**src/core/io_xfer_pkg.sv**
```systemverilog
// Constants shared by the I/O transfer host controller and its decoder.
package io_xfer_pkg;

    // ------------------------------------------------------------------
    // Word layout
    // ------------------------------------------------------------------
    // Instruction bits are numbered from the most significant end (bit 0 is
    // the MSB). The numbers below are kept as printed and mapped to indices.
    localparam int WORD_W       = 16;
    localparam int UNIT_W       = 6;
    localparam int ADDR_W       = 15;
    localparam int ADDR_LOW_W   = 14;
    localparam int CHAR_W       = 8;

    localparam int NUM_MERGE    = 4;
    localparam int NUM_INDIRECT = 5;
    localparam int NUM_MAP      = 6;
    localparam int NUM_WAIT     = 9;
    localparam int NUM_UNIT_LO  = 10;
    localparam int NUM_UNIT_HI  = 15;
    localparam int NUM_AW_IND   = 0;
    localparam int NUM_AW_INDEX = 1;

    localparam int IDX_MERGE    = WORD_W - 1 - NUM_MERGE;
    localparam int IDX_INDIRECT = WORD_W - 1 - NUM_INDIRECT;
    localparam int IDX_MAP      = WORD_W - 1 - NUM_MAP;
    localparam int IDX_WAIT     = WORD_W - 1 - NUM_WAIT;
    localparam int IDX_UNIT_HI  = WORD_W - 1 - NUM_UNIT_LO;
    localparam int IDX_UNIT_LO  = WORD_W - 1 - NUM_UNIT_HI;
    localparam int IDX_AW_IND   = WORD_W - 1 - NUM_AW_IND;
    localparam int IDX_AW_INDEX = WORD_W - 1 - NUM_AW_INDEX;

    // ------------------------------------------------------------------
    // Reset values and synchroniser depth
    // ------------------------------------------------------------------
    localparam logic [WORD_W-1:0] RST_WORD = 16'h0000;
    localparam logic [ADDR_W-1:0] RST_ADDR = 15'h0000;
    localparam logic [UNIT_W-1:0] RST_UNIT = 6'h00;
    localparam int                SYNC_N   = 3;
    localparam int                PIN_N    = 3 + WORD_W;

endpackage : io_xfer_pkg

```
**src/core/xfer_dec_if.sv**
```systemverilog
// Interface between the transfer controller and its instruction decoder.
`timescale 1ns/1ps
`default_nettype none
interface xfer_dec_if;
    import io_xfer_pkg::*;
    logic [WORD_W-1:0] instr;
    logic [WORD_W-1:0] operand;
    logic [WORD_W-1:0] acc;
    logic [WORD_W-1:0] in_data;
    logic [ADDR_W-1:0] pc;
    logic              is_mem;
    logic              ready;
    logic              wait_mode;
    logic [UNIT_W-1:0] unit;
    logic              merge;
    logic              indirect;
    logic [ADDR_W-1:0] eff_addr;
    logic              chain;
    logic              index;
    logic [WORD_W-1:0] acc_next;
    logic [ADDR_W-1:0] pc_next;

    modport dec (input instr, operand, acc, in_data, pc, is_mem, ready,
                 output wait_mode, unit, merge, indirect, eff_addr, chain, index,
                 acc_next, pc_next);
    modport ctl (output instr, operand, acc, in_data, pc, is_mem, ready,
                 input wait_mode, unit, merge, indirect, eff_addr, chain, index,
                 acc_next, pc_next);
endinterface : xfer_dec_if
`default_nettype wire

```
**src/core/xfer_decode.sv**
```systemverilog
// Flag decoding, merge load, direct address and program register advance.
`timescale 1ns/1ps
`default_nettype none
module xfer_decode
    import io_xfer_pkg::*;
(
    xfer_dec_if.dec d
);

    // ------------------------------------------------------------------
    // Instruction flags
    // ------------------------------------------------------------------
    // Wait flag and unit number sit in the low end of the word.
    assign d.wait_mode = d.instr[IDX_WAIT];
    assign d.unit      = d.instr[IDX_UNIT_HI:IDX_UNIT_LO];
    assign d.merge     = d.instr[IDX_MERGE];
    assign d.indirect  = d.instr[IDX_INDIRECT];

    // ------------------------------------------------------------------
    // Direct address
    // ------------------------------------------------------------------
    // Immediate mode takes the second word as the address itself; address
    // mode takes 14 bits and, if the page bit is set, the top bit of the program register.
    always_comb begin
        if (!d.indirect) begin
            d.eff_addr = d.operand[ADDR_W-1:0];
        end else begin
            d.eff_addr = {d.instr[IDX_MAP] & d.pc[ADDR_W-1],
                          d.operand[ADDR_LOW_W-1:0]};
        end
    end

    // Chain and index requests are passed up; the caller resolves them.
    assign d.chain = d.is_mem & d.indirect & d.operand[IDX_AW_IND];
    assign d.index = d.is_mem & d.indirect & d.operand[IDX_AW_INDEX];

    // ------------------------------------------------------------------
    // Accumulator load
    // ------------------------------------------------------------------
    // A merge ORs the character into the low half and keeps the high half.
    always_comb begin
        if (d.merge) begin
            d.acc_next = {d.acc[WORD_W-1:CHAR_W],
                          d.acc[CHAR_W-1:0] | d.in_data[CHAR_W-1:0]};
        end else begin
            d.acc_next = d.in_data;
        end
    end

    // ------------------------------------------------------------------
    // Program register advance
    // ------------------------------------------------------------------
    // One step per instruction word, plus one more to skip when ready.
    assign d.pc_next = ADDR_W'(d.pc + ADDR_W'(d.is_mem) + 15'h0001
                              + ADDR_W'(d.ready));

endmodule : xfer_decode
`default_nettype wire

```
**src/core/io_xfer_host.sv**
```systemverilog
// Mainframe side of the peripheral word transfer handshake.
`timescale 1ns/1ps
`default_nettype none

// Functional notes
// Device raises ready test return only when selected and buffer ready.
// Wait mode with buffer not ready: host stays in sync, device keeps testing.
// Skip mode not ready: device returns sync return with test return low.
// Dropping instruction sync clears both device returns.
// Data valid to ready unit loads device register and raises word taken.
// Host holds data valid until word taken acknowledge arrives.
// Dropping data valid clears the device word taken flip-flop.
// Host holds transfer instruction active for the whole transfer instruction.
// Word taken sets only with instruction, select, data valid and not set.
// Sync with select releases device test flip-flop and gates its clocks.
// Device test return sets only when buffer ready, setting sync return too.
// Wait mode: device sync return follows test return only.
// Skip mode: device sync return sets on first gated clock.
// Wait flag is bit 9, unit number bits 10 to 15.
// Skip mode advances program register twice if ready, once if not.
// While waiting, block all interrupts except power-fail and stall alarm.
// Merge clear loads whole word; merge set loads low character only.
// Merge ORs the character with existing low accumulator half.
// Memory input: indirect flag clear is immediate, set is address mode.
// Direct address: 14 low bits, top bit from program register if page set.
// Honour indirect chaining and index flags of the address word.
// Accumulator form is one word, memory form two; three cycles least.
// Instruction sync rises after the instruction level, gated by unit.
// Data valid is driven with the word on the bus after test return.
// Bus levels are active high inside, all logic on one clock.
module io_xfer_host
    import io_xfer_pkg::*;
(
    input  wire logic              i_clk_sys,
    input  wire logic              i_resetn,
    // User command port.
    input  wire logic              i_cmd_valid,
    output logic                   o_cmd_ready,
    input  wire logic              i_cmd_input,
    input  wire logic              i_cmd_mem,
    input  wire logic [WORD_W-1:0] i_cmd_instr,
    input  wire logic [WORD_W-1:0] i_cmd_operand,
    input  wire logic [WORD_W-1:0] i_cmd_acc,
    input  wire logic [ADDR_W-1:0] i_cmd_pc,
    output logic                   o_done,
    output logic                   o_dev_ready,
    output logic [ADDR_W-1:0]      o_pc_next,
    output logic [WORD_W-1:0]      o_acc_next,
    output logic [ADDR_W-1:0]      o_mem_addr,
    output logic                   o_mem_write,
    output logic                   o_chain,
    output logic                   o_index,
    output logic                   o_irq_block,
    // I/O bus toward the peripheral, active high.
    output logic                   o_xfer_instr,
    output logic                   o_instr_sync,
    output logic                   o_wait_mode,
    output logic [UNIT_W-1:0]      o_unit,
    output logic                   o_data_here,
    output logic [WORD_W-1:0]      o_bus_data,
    input  wire logic              i_ready_test_return,
    input  wire logic              i_cycle_sync_return,
    input  wire logic              i_word_taken_ack,
    input  wire logic [WORD_W-1:0] i_bus_data
);

    typedef enum logic [2:0] {ST_IDLE, ST_ARM, ST_SYNC, ST_TEST, ST_DATA,
                              ST_RELEASE} state_t;

    // ------------------------------------------------------------------
    // Pin synchronisers
    // ------------------------------------------------------------------
    // Each pin passes three flops; a level only moves once stages two and
    // three agree, so a bus word caught mid-change is never taken.
    logic [PIN_N-1:0] pin_s1;
    logic [PIN_N-1:0] pin_s2;
    logic [PIN_N-1:0] pin_s3;
    logic [PIN_N-1:0] pin_lvl;
    logic [PIN_N-1:0] next_pin_lvl;

    always_comb begin
        for (int i = 0; i < PIN_N; i++) begin
            next_pin_lvl[i] = (pin_s2[i] == pin_s3[i]) ? pin_s3[i] : pin_lvl[i];
        end
    end

    always_ff @(posedge i_clk_sys or negedge i_resetn) begin
        if (!i_resetn) begin
            pin_s1  <= '0;
            pin_s2  <= '0;
            pin_s3  <= '0;
            pin_lvl <= '0;
        end else begin
            pin_s1  <= {i_ready_test_return, i_cycle_sync_return, i_word_taken_ack,
                        i_bus_data};
            pin_s2  <= pin_s1;
            pin_s3  <= pin_s2;
            pin_lvl <= next_pin_lvl;
        end
    end

    logic rtr_lvl;
    logic csr_lvl;
    logic wta_lvl;
    assign rtr_lvl = pin_lvl[PIN_N-1];
    assign csr_lvl = pin_lvl[PIN_N-2];
    assign wta_lvl = pin_lvl[PIN_N-3];

    // ------------------------------------------------------------------
    // Command latch and decoder
    // ------------------------------------------------------------------
    state_t            state;
    state_t            next_state;
    logic              is_input;
    logic              next_is_input;
    logic              is_mem;
    logic              next_is_mem;
    logic [WORD_W-1:0] instr;
    logic [WORD_W-1:0] next_instr;
    logic [WORD_W-1:0] operand;
    logic [WORD_W-1:0] next_operand;
    logic [WORD_W-1:0] acc;
    logic [WORD_W-1:0] next_acc;
    logic [ADDR_W-1:0] pc;
    logic [ADDR_W-1:0] next_pc;
    logic [WORD_W-1:0] in_word;
    logic [WORD_W-1:0] next_in_word;
    logic              ready;
    logic              next_ready;

    xfer_dec_if dec_bus ();
    assign dec_bus.instr   = instr;
    assign dec_bus.operand = operand;
    assign dec_bus.acc     = acc;
    assign dec_bus.in_data = in_word;
    assign dec_bus.pc      = pc;
    assign dec_bus.is_mem  = is_mem;
    assign dec_bus.ready   = ready;

    xfer_decode xfer_decode_inst (
        .d (dec_bus.dec)
    );

    // ------------------------------------------------------------------
    // Transfer sequencer
    // ------------------------------------------------------------------
    logic              next_xfer_instr;
    logic              next_instr_sync;
    logic              next_data_here;
    logic [WORD_W-1:0] next_bus_data;
    logic              next_done;
    logic              next_dev_ready;
    logic [ADDR_W-1:0] next_pc_next;
    logic [WORD_W-1:0] next_acc_next;
    logic [ADDR_W-1:0] next_mem_addr;
    logic              next_mem_write;
    logic              next_chain;
    logic              next_index;

    always_comb begin
        next_state      = state;
        next_is_input   = is_input;
        next_is_mem     = is_mem;
        next_instr      = instr;
        next_operand    = operand;
        next_acc        = acc;
        next_pc         = pc;
        next_in_word    = in_word;
        next_ready      = ready;
        next_xfer_instr = o_xfer_instr;
        next_instr_sync = o_instr_sync;
        next_data_here  = o_data_here;
        next_bus_data   = o_bus_data;
        next_done       = 1'b0;
        next_dev_ready  = o_dev_ready;
        next_pc_next    = o_pc_next;
        next_acc_next   = o_acc_next;
        next_mem_addr   = o_mem_addr;
        next_mem_write  = 1'b0;
        next_chain      = o_chain;
        next_index      = o_index;
        unique case (state)
            ST_IDLE: begin
                if (i_cmd_valid) begin
                    next_is_input   = i_cmd_input;
                    next_is_mem     = i_cmd_mem;
                    next_instr      = i_cmd_instr;
                    next_operand    = i_cmd_operand;
                    next_acc        = i_cmd_acc;
                    next_pc         = i_cmd_pc;
                    next_ready      = 1'b0;
                    next_xfer_instr = 1'b1;
                    next_state      = ST_ARM;
                end
            end
            ST_ARM: begin
                // The instruction level settles a cycle before sync rises.
                next_instr_sync = 1'b1;
                next_state      = ST_SYNC;
            end
            ST_SYNC: begin
                // In wait mode the unit withholds its return; stay here.
                if (csr_lvl) begin
                    next_state = ST_TEST;
                end
            end
            ST_TEST: begin
                // One cycle of slack lets the test return land beside sync.
                next_ready   = rtr_lvl;
                next_in_word = pin_lvl[WORD_W-1:0];
                if (rtr_lvl && !is_input) begin
                    next_bus_data  = is_mem ? operand : acc;
                    next_data_here = 1'b1;
                    next_state     = ST_DATA;
                end else begin
                    next_instr_sync = 1'b0;
                    next_state      = ST_RELEASE;
                end
            end
            ST_DATA: begin
                // Data valid stays up until the unit says it took the word.
                if (wta_lvl) begin
                    next_data_here  = 1'b0;
                    next_instr_sync = 1'b0;
                    next_state      = ST_RELEASE;
                end
            end
            ST_RELEASE: begin
                if (!csr_lvl && !wta_lvl) begin
                    next_xfer_instr = 1'b0;
                    next_done       = 1'b1;
                    next_dev_ready  = ready;
                    next_pc_next    = dec_bus.pc_next;
                    next_acc_next   = (is_input && !is_mem && ready) ?
                                      dec_bus.acc_next : acc;
                    next_mem_addr   = dec_bus.eff_addr;
                    next_mem_write  = is_input & is_mem & ready;
                    next_chain      = dec_bus.chain;
                    next_index      = dec_bus.index;
                    next_state      = ST_IDLE;
                end
            end
            default: next_state = ST_IDLE;
        endcase
    end

    always_ff @(posedge i_clk_sys or negedge i_resetn) begin
        if (!i_resetn) begin
            state        <= ST_IDLE;
            is_input     <= 1'b0;
            is_mem       <= 1'b0;
            instr        <= RST_WORD;
            operand      <= RST_WORD;
            acc          <= RST_WORD;
            pc           <= RST_ADDR;
            in_word      <= RST_WORD;
            ready        <= 1'b0;
            o_xfer_instr <= 1'b0;
            o_instr_sync <= 1'b0;
            o_data_here  <= 1'b0;
            o_bus_data   <= RST_WORD;
            o_done       <= 1'b0;
            o_dev_ready  <= 1'b0;
            o_pc_next    <= RST_ADDR;
            o_acc_next   <= RST_WORD;
            o_mem_addr   <= RST_ADDR;
            o_mem_write  <= 1'b0;
            o_chain      <= 1'b0;
            o_index      <= 1'b0;
        end else begin
            state        <= next_state;
            is_input     <= next_is_input;
            is_mem       <= next_is_mem;
            instr        <= next_instr;
            operand      <= next_operand;
            acc          <= next_acc;
            pc           <= next_pc;
            in_word      <= next_in_word;
            ready        <= next_ready;
            o_xfer_instr <= next_xfer_instr;
            o_instr_sync <= next_instr_sync;
            o_data_here  <= next_data_here;
            o_bus_data   <= next_bus_data;
            o_done       <= next_done;
            o_dev_ready  <= next_dev_ready;
            o_pc_next    <= next_pc_next;
            o_acc_next   <= next_acc_next;
            o_mem_addr   <= next_mem_addr;
            o_mem_write  <= next_mem_write;
            o_chain      <= next_chain;
            o_index      <= next_index;
        end
    end

    // Unit number and wait flag come unregistered from the held instruction, forced to zero while the transfer instruction is low.
    assign o_unit      = o_xfer_instr ? dec_bus.unit : RST_UNIT;
    assign o_wait_mode = o_xfer_instr & dec_bus.wait_mode;
    assign o_cmd_ready = (state == ST_IDLE);
    // Only power-fail and stall alarm may break in while waiting.
    assign o_irq_block = o_instr_sync & dec_bus.wait_mode & ~csr_lvl;

    // ------------------------------------------------------------------
    // Checks
    // ------------------------------------------------------------------
    AST_SYNC_IN_INSTR: assert property (@(posedge i_clk_sys) disable iff (!i_resetn)
        o_instr_sync |-> o_xfer_instr)
        else $error("instruction sync without transfer instruction");
    AST_SYNC_AFTER_ARM: assert property (@(posedge i_clk_sys) disable iff (!i_resetn)
        $rose(o_xfer_instr) |-> !o_instr_sync ##1 o_instr_sync)
        else $error("instruction sync did not follow instruction level");
    AST_WAIT_HOLDS: assert property (@(posedge i_clk_sys) disable iff (!i_resetn)
        (state == ST_SYNC && !csr_lvl) |=> (state == ST_SYNC) && o_instr_sync)
        else $error("left sync state without sync return");
    AST_DATA_AFTER_TEST: assert property (@(posedge i_clk_sys) disable iff (!i_resetn)
        $rose(o_data_here) |-> ready && $past(rtr_lvl) && o_bus_data == (is_mem ? operand : acc))
        else $error("data valid raised without test return");
    AST_DATA_HELD: assert property (@(posedge i_clk_sys) disable iff (!i_resetn)
        (o_data_here && !wta_lvl) |=> o_data_here)
        else $error("data valid dropped before acknowledge");
    AST_PC_ADVANCE: assert property (@(posedge i_clk_sys) disable iff (!i_resetn)
        o_done |-> o_pc_next == ADDR_W'(pc + ADDR_W'(is_mem) + 15'h0001 + ADDR_W'(o_dev_ready)))
        else $error("program register advance wrong");
    AST_MERGE_KEEPS: assert property (@(posedge i_clk_sys) disable iff (!i_resetn)
        (o_done && is_input && !is_mem && o_dev_ready && instr[IDX_MERGE]) |->
        o_acc_next == {acc[WORD_W-1:CHAR_W], acc[CHAR_W-1:0] | in_word[CHAR_W-1:0]})
        else $error("merge load wrong");
    AST_PAGE_BIT: assert property (@(posedge i_clk_sys) disable iff (!i_resetn)
        (o_done && instr[IDX_INDIRECT] && !instr[IDX_MAP]) |-> !o_mem_addr[ADDR_W-1])
        else $error("page bit clear but top address bit set");
    AST_IRQ_WAIT: assert property (@(posedge i_clk_sys) disable iff (!i_resetn)
        o_irq_block |-> o_instr_sync && o_wait_mode && state == ST_SYNC)
        else $error("interrupt block outside a wait");

endmodule : io_xfer_host
`default_nettype wire

```
**config.mk**
```make
export PLATFORM = sky130hd
export DESIGN_NAME = io_xfer_host
export DESIGN_NICKNAME = d
export VERILOG_FILES = /design/src/core/io_xfer_pkg.sv /design/src/core/xfer_dec_if.sv /design/src/core/xfer_decode.sv /design/src/core/io_xfer_host.sv
export SDC_FILE = /design/constraint.sdc
export NUM_CORES = 1
export LEC_CHECK = 0
export BUFFER_PORTS_ARGS = -buffer_cell sky130_fd_sc_hd__clkbuf_2
export CAP_MARGIN = 15
export CORE_ASPECT_RATIO = 1.75
export CORE_MARGIN = 4
export CORE_UTILIZATION = 30
export DETAILED_ROUTE_END_ITERATION = 12
export PLACE_DENSITY = 0.49
export SLEW_MARGIN = 20
export SYNTH_ARGS = -nofsm -noshare
export SYNTH_HDL_FRONTEND = slang
export SYNTH_HIERARCHICAL = 1
export SYNTH_SLANG_ARGS = --single-unit
```
**constraint.sdc**
```tcl
create_clock -name i_clk_sys -period 2.8 [get_ports i_clk_sys]
set_input_delay 0.28 -clock i_clk_sys [delete_from_list [all_inputs] [get_ports i_clk_sys]]
set_output_delay 0.28 -clock i_clk_sys [all_outputs]
set_load 0.01 [all_outputs]
```
=== Yosys cells after proc, flatten, opt, wreduce, memory -nomap -nowiden ===
Cells that the tools add are included.

* Memories: 0
* Memory bits (writable): 0
* Bits of input ports: 87
* ROM bits: 0
* Bits in latches: 0
* Register bits after elaboration: 227

* Order comparisons: 0
* Mux-type cells: 25
* $add $sub $neg: 3
* Equal/unequal tests: 30
* Shift operators: 0
* Bitwise operators: 11
* Divide/modulo/power cells: 0
* Reduce and logical (&&, ||, !) cells: 21
* Multiply operators: 0

{| class="wikitable"
|+ Operators by type and width
! cell !! number
|-
| 16-bit 2-to-1 mux || 3
|-
| 15-bit by 1-bit adder with 15-bit output || 2
|-
| 1-bit == test || 19
|-
| 3-bit one-hot mux with 6 select lines || 1
|-
| 15-bit by 1-bit adder with 15-bit output (second input constant) || 1
|-
| 15-bit 2-to-1 mux || 1
|-
| 3-bit 2-to-1 mux || 4
|-
| 2-bit != test (second input constant) || 6
|-
| 1-bit 2-to-1 mux || 11
|-
| 1-bit AND || 9
|-
| 3-bit AND reduction || 3
|-
| 8-bit bitwise OR || 1
|-
| 2-bit AND reduction || 4
|-
| 3-bit by 2-bit == test with 1-bit output (second input constant) || 2
|-
| 3-bit == test (second input constant) || 2
|-
| 6-bit 2-to-1 mux || 1
|-
| 1-bit one-hot mux with 2 select lines || 3
|-
| 2-bit nonzero test || 3
|-
| 1-bit logical AND || 4
|-
| 1-bit zero test || 4
|-
| 4-bit AND reduction || 1
|-
| 3-bit by 1-bit == test with 1-bit output (second input constant) || 1
|-
| 3-bit zero test || 1
|-
| 1-bit one-hot mux with 3 select lines || 1
|-
| 2 further kinds || 2
|}

=== Longest topological paths before layout ===
Gate-level depths: netlist (run 1).

* Depth after elaboration: 4
* Depth in mapped cells: 11

=== Hierarchy ===
Netlist (run 1), hierarchy kept.

{| class="wikitable"
|+ Modules (own cells, without submodules)
! module !! times used !! area each (um^2) !! sequential area each (um^2) !! cells an instance
|-
| io_xfer_host || 1 || 8430.6 || 5780.5 || 533
|-
| xfer_decode || 1 || 719.4 || 0.0 || 92
|}

=== Worst setup path before layout (run 1) ===
Ideal clock, no wire load.

* Path kind: register -> register
* Start point: register ready, in the netlist dec_bus.ready
* End point: register o_pc_next[14]
* Setup time: 125 ps
* Path slack: 578 ps
* Arrival: 2097 ps
* Path buffers: 1
* Cell stages (with the launch flop): 12
* Period minus slack after synthesis: 2222 ps
* Required time: 2675 ps
* Path through: dfrtp_1 inv_1 ha_1 inv_1 ha_1 inv_1 fa_1 clkbuf_1 nand2b_1 nor4_2 xor2_1 mux2_4

* Longest elaborated chain between the ends: 1

{| class="wikitable"
|+ RTL lines
! what !! line !! RTL
|-
| from (decl) || io_xfer_host.sv:128 || <nowiki>logic ready;</nowiki>
|-
| from (signal assigned) || io_xfer_host.sv:279 || <nowiki>ready <= next_ready;</nowiki>
|-
| 15-bit by 1-bit adder with 15-bit output || xfer_decode.sv:55 || <nowiki>+ ADDR_W'(d.ready));</nowiki>
|-
| named net dec_bus.pc_next[14] || xfer_dec_if.sv:21 || <nowiki>logic [ADDR_W-1:0] pc_next;</nowiki>
|-
| to (signal assigned) || io_xfer_host.sv:286 || <nowiki>o_pc_next <= next_pc_next;</nowiki>
|-
| to (decl) || io_xfer_host.sv:47 || <nowiki>output logic [ADDR_W-1:0] o_pc_next,</nowiki>
|}

The timed path passes the listed nets, and every way through them passes these cells.
A chain may end at the register's enable or synchronous reset.

=== Worst setup path in the final report (run 1) ===
Same ends and word-level chain as after synthesis.

==> impl_metrics.toml, run 1 <==
[cts]
clock_latency_ns = 0.51
cts_buffer_depth = 3
cts_made_buffers = 23
root_buffer = "clkbuf_16"
cts_setup_buffers = 0
clk_pin_slew_worst_paths_ns = 0.06
numClockSinks = 225
htree_levels = 1
cts_tree = "done"

[global_route]
grt_pass1_vias = 5800
grt_pass1_wl_mm = 32.80
grt_usage_pct = 12.58
grt_max_degree = 92
grt-ovfl-total = 0
antenna_found_initial = 0

[timing]
period_minus_slack_ns = 2.415
final.setup_skew_ns = 0.009353
setup_viol = 0
rsz0062_at_grt = "false"
holdWs_ns = 0.03306
period_share_pct = 86.25
worstMarginPinSlew_ns = 0.7700
final.setup.tns_ns = 0
slew_headroom_pct = 48.66
setup_slack_ns = 0.3851
finalHoldViolCount = 0
slew_viol_final = 0
fmax_ghz = 0.4141

[power]
ir_drop_uv = 562.4
p_leak_uw = 0.005585
power.density_nw_per_um2 = 1059

[placed_design]
placed_cells = 1116
place_ws_ns = 0.3812
place_congestion = 0.7517
hpwl_mm = 13.65
io_buffers = 159

[setup_path]
worst-path-buf-inv = 3
r2r_setup_slack_ns = 0.39
cpPeakStageDelay_ns = 0.54
worstRegToRegCells = 10
path_depth = 10
critPathMaxFanout = 7
crit_path_end_kind = "register"
crit_type = "reg2reg"
crit_top_cell = "inv_1"
critPathArrivalTime_ns = 2.81
required_ns = 3.20
startpoint_type = "register"
path_cells = "inv_1 > ha_1 > inv_1 > ha_1 > inv_1 > fa_1 > nand2b_1 > nor4_2 > xor2_1 > mux2_4"
critPathSlowestCell = "fa_1"
cp_top_family = "adder cells"

[flow_run]
cap_violations = 0

[worst_hold_path]
hold_class = "in2reg"
min_delay_path_depth = 2

[cells_and_area]
layout.cells.non_filler = 1230
area_delta_synth_final_pct = 29.31
num_antenna_cells = 0
drive_above_1_share_pct = 39.98
layout.nets = 923

[yosys]
synth_area_um2 = 8917
synth.avg_cell_area_um2 = 14.59
yosys_warnings = 6
syn_inst = 611
synth_nets = 702

[die]
die_w_um = 138.3
dieArea_um2 = 32650
fp-row-count = 83
die_h_um = 236.1
io_pins = 166
core-area_um2 = 29390
initial_core_util_pct = 30.34

[drt]
wl_per_cell_um = 16.28
avgViaCountPerCell = 4.361
first_pass_iters = 4
drt_wl_total_mm = 20.02
postRouteAntennaNets = 0
vias = 5364
drtIter0Drc = 169
drc = 0

[run_status]
status = "finished clean"
## stage by stage
stage / cell area [um^2] / power [uW] / utilization (%)
after floorplan: 8917 / 7840 / -
after global placement: 9996 / 8969 / 34.01
after detailed placement: 9996 / 9054 / 34.01
after CTS: 11530 / 12500 / 39.24
after global routing: 11530 / 13070 / 39.24
final: 11530 / 12210 / 39.24
## where the power goes
part / switching, uW / internal (uW) / leakage, uW / total [uW]
Clock: 1270 / 1980 / 0.000399 / 3250
Combinational: 1660 / 2040 / 0.00245 / 3700
Sequential: 905 / 4360 / 0.00274 / 5260
Total: 3830 / 8380 / 0.00558 / 12200
## sequential cells by signal, indices dropped and copies added, names as in the netlist, 3 cells and up
| name | count |
|---|---|
| pin_lvl | 19 |
| pin_s1 | 19 |
| pin_s2 | 19 |
| pin_s3 | 19 |
| acc | 16 |
| dec_bus.in_data | 16 |
| dec_bus.operand | 16 |
| o_acc_next | 16 |
| o_bus_data | 16 |
| dec_bus.pc | 15 |
| o_mem_addr | 15 |
| o_pc_next | 15 |
| dec_bus.instr | 10 |
| state | 3 |
## layer usage
layer / track usage (%) / wire length, um / vias to the layer above
met4: 4.885 / 663 / 0
met5: 0 / 0 / -
met1: 14.58 / 7869 / 2692
li1: - / - / 2522
met2: 22.90 / 10630 / 115
met3: 2.252 / 858 / 35
## cell type report
class                   instances  area [um^2]
inverters                      13        48.80
multi-input cells             321         2888
clock buffers                  29        638.1
repair buffers                248         1682
flip-flops and latches        225         5630
well taps                     382        478.0
clock inverters                12        166.4
fillers                      2804        17860
## cell usage in the layout, fill, tap and decap left out, types with 19 or more instances in the layout
master,instances
dlygate4sd3_1,73
mux2i_1,32
mux2_4,33
mux2_2,83
clkbuf_2,158
clkbuf_16,23
dfrtp_1,225
o21ai_0,20
maj3_1,19
nand2_1,39
## worst register-to-register path, cell delays in order (launching register included)
cell      delay (ns)
dfrtp_1         0.40
inv_1           0.06
ha_1            0.27
inv_1           0.05
ha_1            0.15
inv_1           0.05
fa_1            0.54
nand2b_1        0.23
nor4_2          0.17
xor2_1          0.10
mux2_4          0.27
## timing repair
item / in CTS / in global routing
hold endpoints to repair: 156 / 0
hold buffers: 73 / 0
gates resized for setup: 0 / 0
## worst paths after layout
path / start / to
hold / removal: i_cmd_operand[11] / dec_bus.operand[11]
hold reg to reg: pin_s1[13] / pin_s2[13]
setup / recovery: dec_bus.ready / o_pc_next[14]
min in group asynchronous: i_resetn / pin_s1[10]
max in group asynchronous: i_resetn / pin_s3[3]
setup reg to reg: dec_bus.ready / o_pc_next[14]
Note: power is estimated with default switching activity, not from simulation.
==> inputs of run 2 (changes only) <==
CORE_ASPECT_RATIO = not set   (was 1.75)
==> run 2 against run 1 <==
Compared with the run above:
- design area increased by 0.89%
- global-route usage decreased by 0.39 points
- via count decreased by 1.7%
==> impl_metrics.toml, run 2 (synthesis gave the netlist of run 1 again) <==
[run_status]
status = "finished clean"

[die]
dieArea_um2 = 32550
die_h_um = 180.4
io_pins = 166
fp-row-count = 62
initial_core_util_pct = 30.74
die_w_um = 180.4
core-area_um2 = 29010

[power]
p_leak_uw = 0.005629
ir_drop_uv = 512.3
p_total_uw = 12410
power.density_nw_per_um2 = 1067

[drt]
first_pass_iters = 4
drc = 0
wl_per_cell_um = 15.78
drt_wl_total_mm = 19.53
drtIter0Drc = 193
postRouteAntennaNets = 0
avgViaCountPerCell = 4.263
vias = 5273

[placed_design]
place_congestion = 0.7001
hpwl_mm = 12.82
io_buffers = 159
place_ws_ns = 0.4175

[global_route]
grt_use_met2_pct = 19.63
grt_pass1_vias = 5709
antenna_found_initial = 0
grt_pass1_wl_mm = 32.53
grt-ovfl-total = 0
busiest_layer = "met2"
grt_usage_pct = 12.19
grt_max_degree = 83
grt_util_met3_pct = 2.644
grtUsageMet1_pct = 17.11

[timing]
rsz0062_at_grt = "false"
slew_viol_final = 0
setup_viol = 0
period_minus_slack_ns = 2.365
final.setup.tns_ns = 0
slew_headroom_pct = 40.65
fmax_ghz = 0.4229
worstMarginPinSlew_ns = 0.8903
period_share_pct = 84.46
setup_slack_ns = 0.4351
finalHoldViolCount = 0
final.setup_skew_ns = 0.02189

[flow_run]
cap_violations = 0

[cells_and_area]
final_common_cell = "dfrtp_1"
layout.nets = 927
drive_above_1_share_pct = 40.09
num_antenna_cells = 0
area_delta_synth_final_pct = 30.46
final_cell_mix = "225 x dfrtp_1, 158 x clkbuf_2, 83 x mux2_2, 75 x dlygate4sd3_1, 39 x nand2_1"

[cts]
root_buffer = "clkbuf_16"
cts_tree = "done"
cts_made_buffers = 27
clk_pin_slew_worst_paths_ns = 0.06
clock_latency_ns = 0.54
cts_buffer_depth = 3
htree_levels = 1
numClockSinks = 225

[setup_path]
critPathArrivalTime_ns = 2.77
crit_path_end_kind = "register"
startpoint_type = "register"
required_ns = 3.20
crit_type = "reg2reg"
critPathMaxFanout = 7

[worst_hold_path]
hold_class = "in2reg"
==> run 2: changes by cell type in the layout (fill, tap and decap cells not counted), sizes merged <==
cell         change
inv              +2
dlygate4sd3      +2
bufinv           -2
clkbuf           +5
buf              -2
==> run 2: where the power goes <==
group	switching, uW	internal, uW	leakage, uW
Clock	1360	2080	0.000441
Combinational	1630	2060	0.00245
Sequential	928	4360	0.00274
Total	3910	8500	0.00563
==> run 2: worst max-delay path, cell delays in order (launching register included) <==
cell and delay [ns]:
dfrtp_1 0.41, inv_1 0.06, ha_1 0.26, inv_1 0.06, ha_1 0.15, inv_1 0.05
fa_1 0.51, nand2b_1 0.21, nor4_2 0.16, xor2_1 0.10, mux2_4 0.27
==> run 2: repair_timing <==
item | CTS | global route
gates resized for setup | 0 | 0
setup buffers | 0 | 0
hold endpoints to repair | 150 | 1
hold buffers | 74 | 1
setup endpoints to repair | 0 | 0
==> run 2: through the flow <==
step	instances	util, %	instance area, um^2	hold slack, ns
3_3_place_gp	1116	34.45	9996	0.3329
4_1_cts	1236	40.06	11620	0.001957
3_5_place_dp	1116	34.45	9996	0.3347
5_1_grt	1237	40.10	11630	0.001838
2_1_floorplan	611	-	8917	-0.01559
6_report	1237	40.10	11630	0.02255
==> run 2: layer usage <==
layer	part of all wire, %	vias to the layer above
li1	-	2543
met1	48	2577
met2	45	124
met3	4.8	29
met4	2.1	0
met5	0	-
==> run 2: area by class of cell <==
class | count | area (um^2)
timing repair buffer | 248 | 1699
multi-input combinational | 321 | 2888
inverter | 13 | 48.80
clock buffer | 34 | 752.0
fill | 2790 | 17380
tap | 384 | 480.5
sequential | 225 | 5630
clock inverter | 12 | 135.1
==> run 2: worst paths after layout <==
path | slack, ns | from | endpoint | depth (start not counted)
max in group asynchronous | 1.65 | i_resetn | pin_lvl[3] | 3
hold reg to reg | 0.34 | pin_s1[17] | pin_s2[17] | 0
setup / recovery | 0.44 | dec_bus.ready | o_pc_next[14] | 10
hold / removal | 0.02 | i_cmd_pc[8] | dec_bus.pc[8] | 2
min in group asynchronous | 0.36 | i_resetn | o_bus_data[14] | 2
setup reg to reg | 0.44 | dec_bus.ready | o_pc_next[14] | 10
==> inputs of run 3 (changes only) <==
ABC_AREA = 1   (was not set)
PLACE_DENSITY = 0.51   (was 0.49)
clock period = 2.17 ns   (was 2.8 ns; I/O delays follow)
==> run 3 against run 2 <==
Compared with the run above:
- total power up 26%
- global-route usage increased by 1.9 points
- register-to-register slack worse by 0.32 ns
- via count up 31%
==> impl_metrics.toml, run 3 <==
[drt]
vias = 6919
drtIter0Drc = 445
first_pass_iters = 4
wl_per_cell_um = 14.47
avgViaCountPerCell = 4.316
drc = 0
drt_wl_total_mm = 23.19
postRouteAntennaNets = 0

[die]
dieArea_um2 = 32940
die_w_um = 181.5
io_pins = 166
die_h_um = 181.5
core-area_um2 = 29640
fp-row-count = 63
initial_core_util_pct = 30.47

[timing]
period_minus_slack_ns = 2.050
final.setup_skew_ns = 0.01284
final.setup.tns_ns = 0
rsz0062_at_grt = "true"
setup_slack_ns = 0.1195
finalHoldViolCount = 0
slew_headroom_pct = 73.09
slew_viol_final = 0
fmax_ghz = 0.4877
period_share_pct = 94.49
worstMarginPinSlew_ns = 0.4036
setup_viol = 0

[cells_and_area]
drive_above_1_share_pct = 20.30
layout.nets = 1284
final_common_cell = "nand2_1"
final_cell_mix = "417 x nand2_1, 225 x dfrtp_1, 158 x clkbuf_2, 79 x dlygate4sd3_1, 72 x nand3_1"
final_cell_area_um2 = 11850
fin_util_pct = 39.99
area_delta_synth_final_pct = 31.25

[global_route]
grtUsageMet1_pct = 19.44
grt_use_met2_pct = 21.99
grt_max_degree = 67
grt_usage_pct = 14.07
grt_pass1_wl_mm = 38.21
antenna_found_initial = 3
grt_pass1_vias = 7030
grt-ovfl-total = 0
busiest_layer = "met2"
grt_util_met3_pct = 2.845

[power]
power.density_nw_per_um2 = 1316
p_leak_uw = 0.006252
ir_drop_uv = 457.9

[cts]
numClockSinks = 225
cts_buffer_depth = 3
clk_pin_slew_worst_paths_ns = 0.06
cts_made_buffers = 26
cts_tree = "done"
htree_levels = 1
clock_latency_ns = 0.53
root_buffer = "clkbuf_16"

[setup_path]
critPathSlowestCell = "fa_2"
path_depth = 14
worstRegToRegCells = 14
r2r_start = "dec_bus.ready"
cpPeakStageDelay_ns = 0.42
required_ns = 2.58
cp-startpoint = "dec_bus.ready"
crit_top_cell = "nand2_1"
reg2reg_to = "o_pc_next[14]"
cp-endpoint = "o_pc_next[14]"
cp_top_family = "adder cells"
startpoint_type = "register"
path_cells = "inv_1 > ha_1 > inv_1 > ha_2 > inv_2 > fa_2 > inv_2 > nand2_2 > nor2_4 > nand3_1 > nand2_1 > nand2_1 > nand2_1 > nand2_1"
worst-path-buf-inv = 4
r2r_setup_slack_ns = 0.12
critPathArrivalTime_ns = 2.46
crit_type = "reg2reg"
crit_path_end_kind = "register"
critPathMaxFanout = 4

[run_status]
status = "finished clean"

[worst_hold_path]
hold_class = "in2async"

[placed_design]
hpwl_mm = 15.76
place_area_um2 = 10160
place_ws_ns = -0.0001590
place_congestion = 0.7919
io_buffers = 159

[yosys]
syn_inst = 968
synth.avg_cell_area_um2 = 9.328
yosys_warnings = 6
synth_area_um2 = 9030
synth_nets = 1059

[flow_run]
cap_violations = 0
## run 3: how the worst min path moves through the flow
stage                startpoint       endpoint  cells after the start
floorplan              i_resetn         acc[0]                      0
global placement       i_resetn     pin_s1[16]                      1
detailed placement     i_resetn     pin_s1[16]                      1
CTS                 i_cmd_valid  dec_bus.pc[6]                      3
global route           i_resetn     pin_s2[17]                      2
finish                 i_resetn     pin_s2[17]                      2
## run 3: final cells by class
| type | instances | area [um^2] |
|---|---|---|
| clock buffer | 38 | 775.7 |
| tap | 390 | 488.0 |
| inverter | 53 | 198.9 |
| clock inverter | 9 | 87.58 |
| antenna | 1 | 2.502 |
| timing repair buffer | 264 | 1817 |
| multi-input combinational | 623 | 2851 |
| fill | 2977 | 17790 |
| sequential | 225 | 5630 |
## run 3: layer usage
metal	wire length (um)	part of all wire [%]	vias to the layer above
li1	-	-	3486
met1	10740	46	3194
met2	10230	44	173
met3	1298	5.6	62
met4	897	3.9	4
met5	20	0.086	-
## run 3: timing repair
item,CTS,global route
setup buffers,0,3
gates resized for setup,1,5
hold endpoints to repair,121,0
hold buffers,79,0
endpoints found under the setup margin,1,5
pin swaps,0,3
## run 3: stage by stage
step                hold WS, ns  total power (uW)  cells
finish                   0.1829             15590   1603
global route             0.2069             16840   1603
CTS                      0.1725             15780   1599
detailed placement       0.1558             11230   1473
global placement         0.1549             11150   1473
floorplan              -0.07859              9532    968
## run 3: power by group
group / total [uW] / leakage (uW) / switching, uW / internal, uW
Clock: 4330 / 0.000428 / 1740 / 2590
Sequential: 6570 / 0.00278 / 1060 / 5520
Combinational: 4690 / 0.00304 / 2810 / 1870
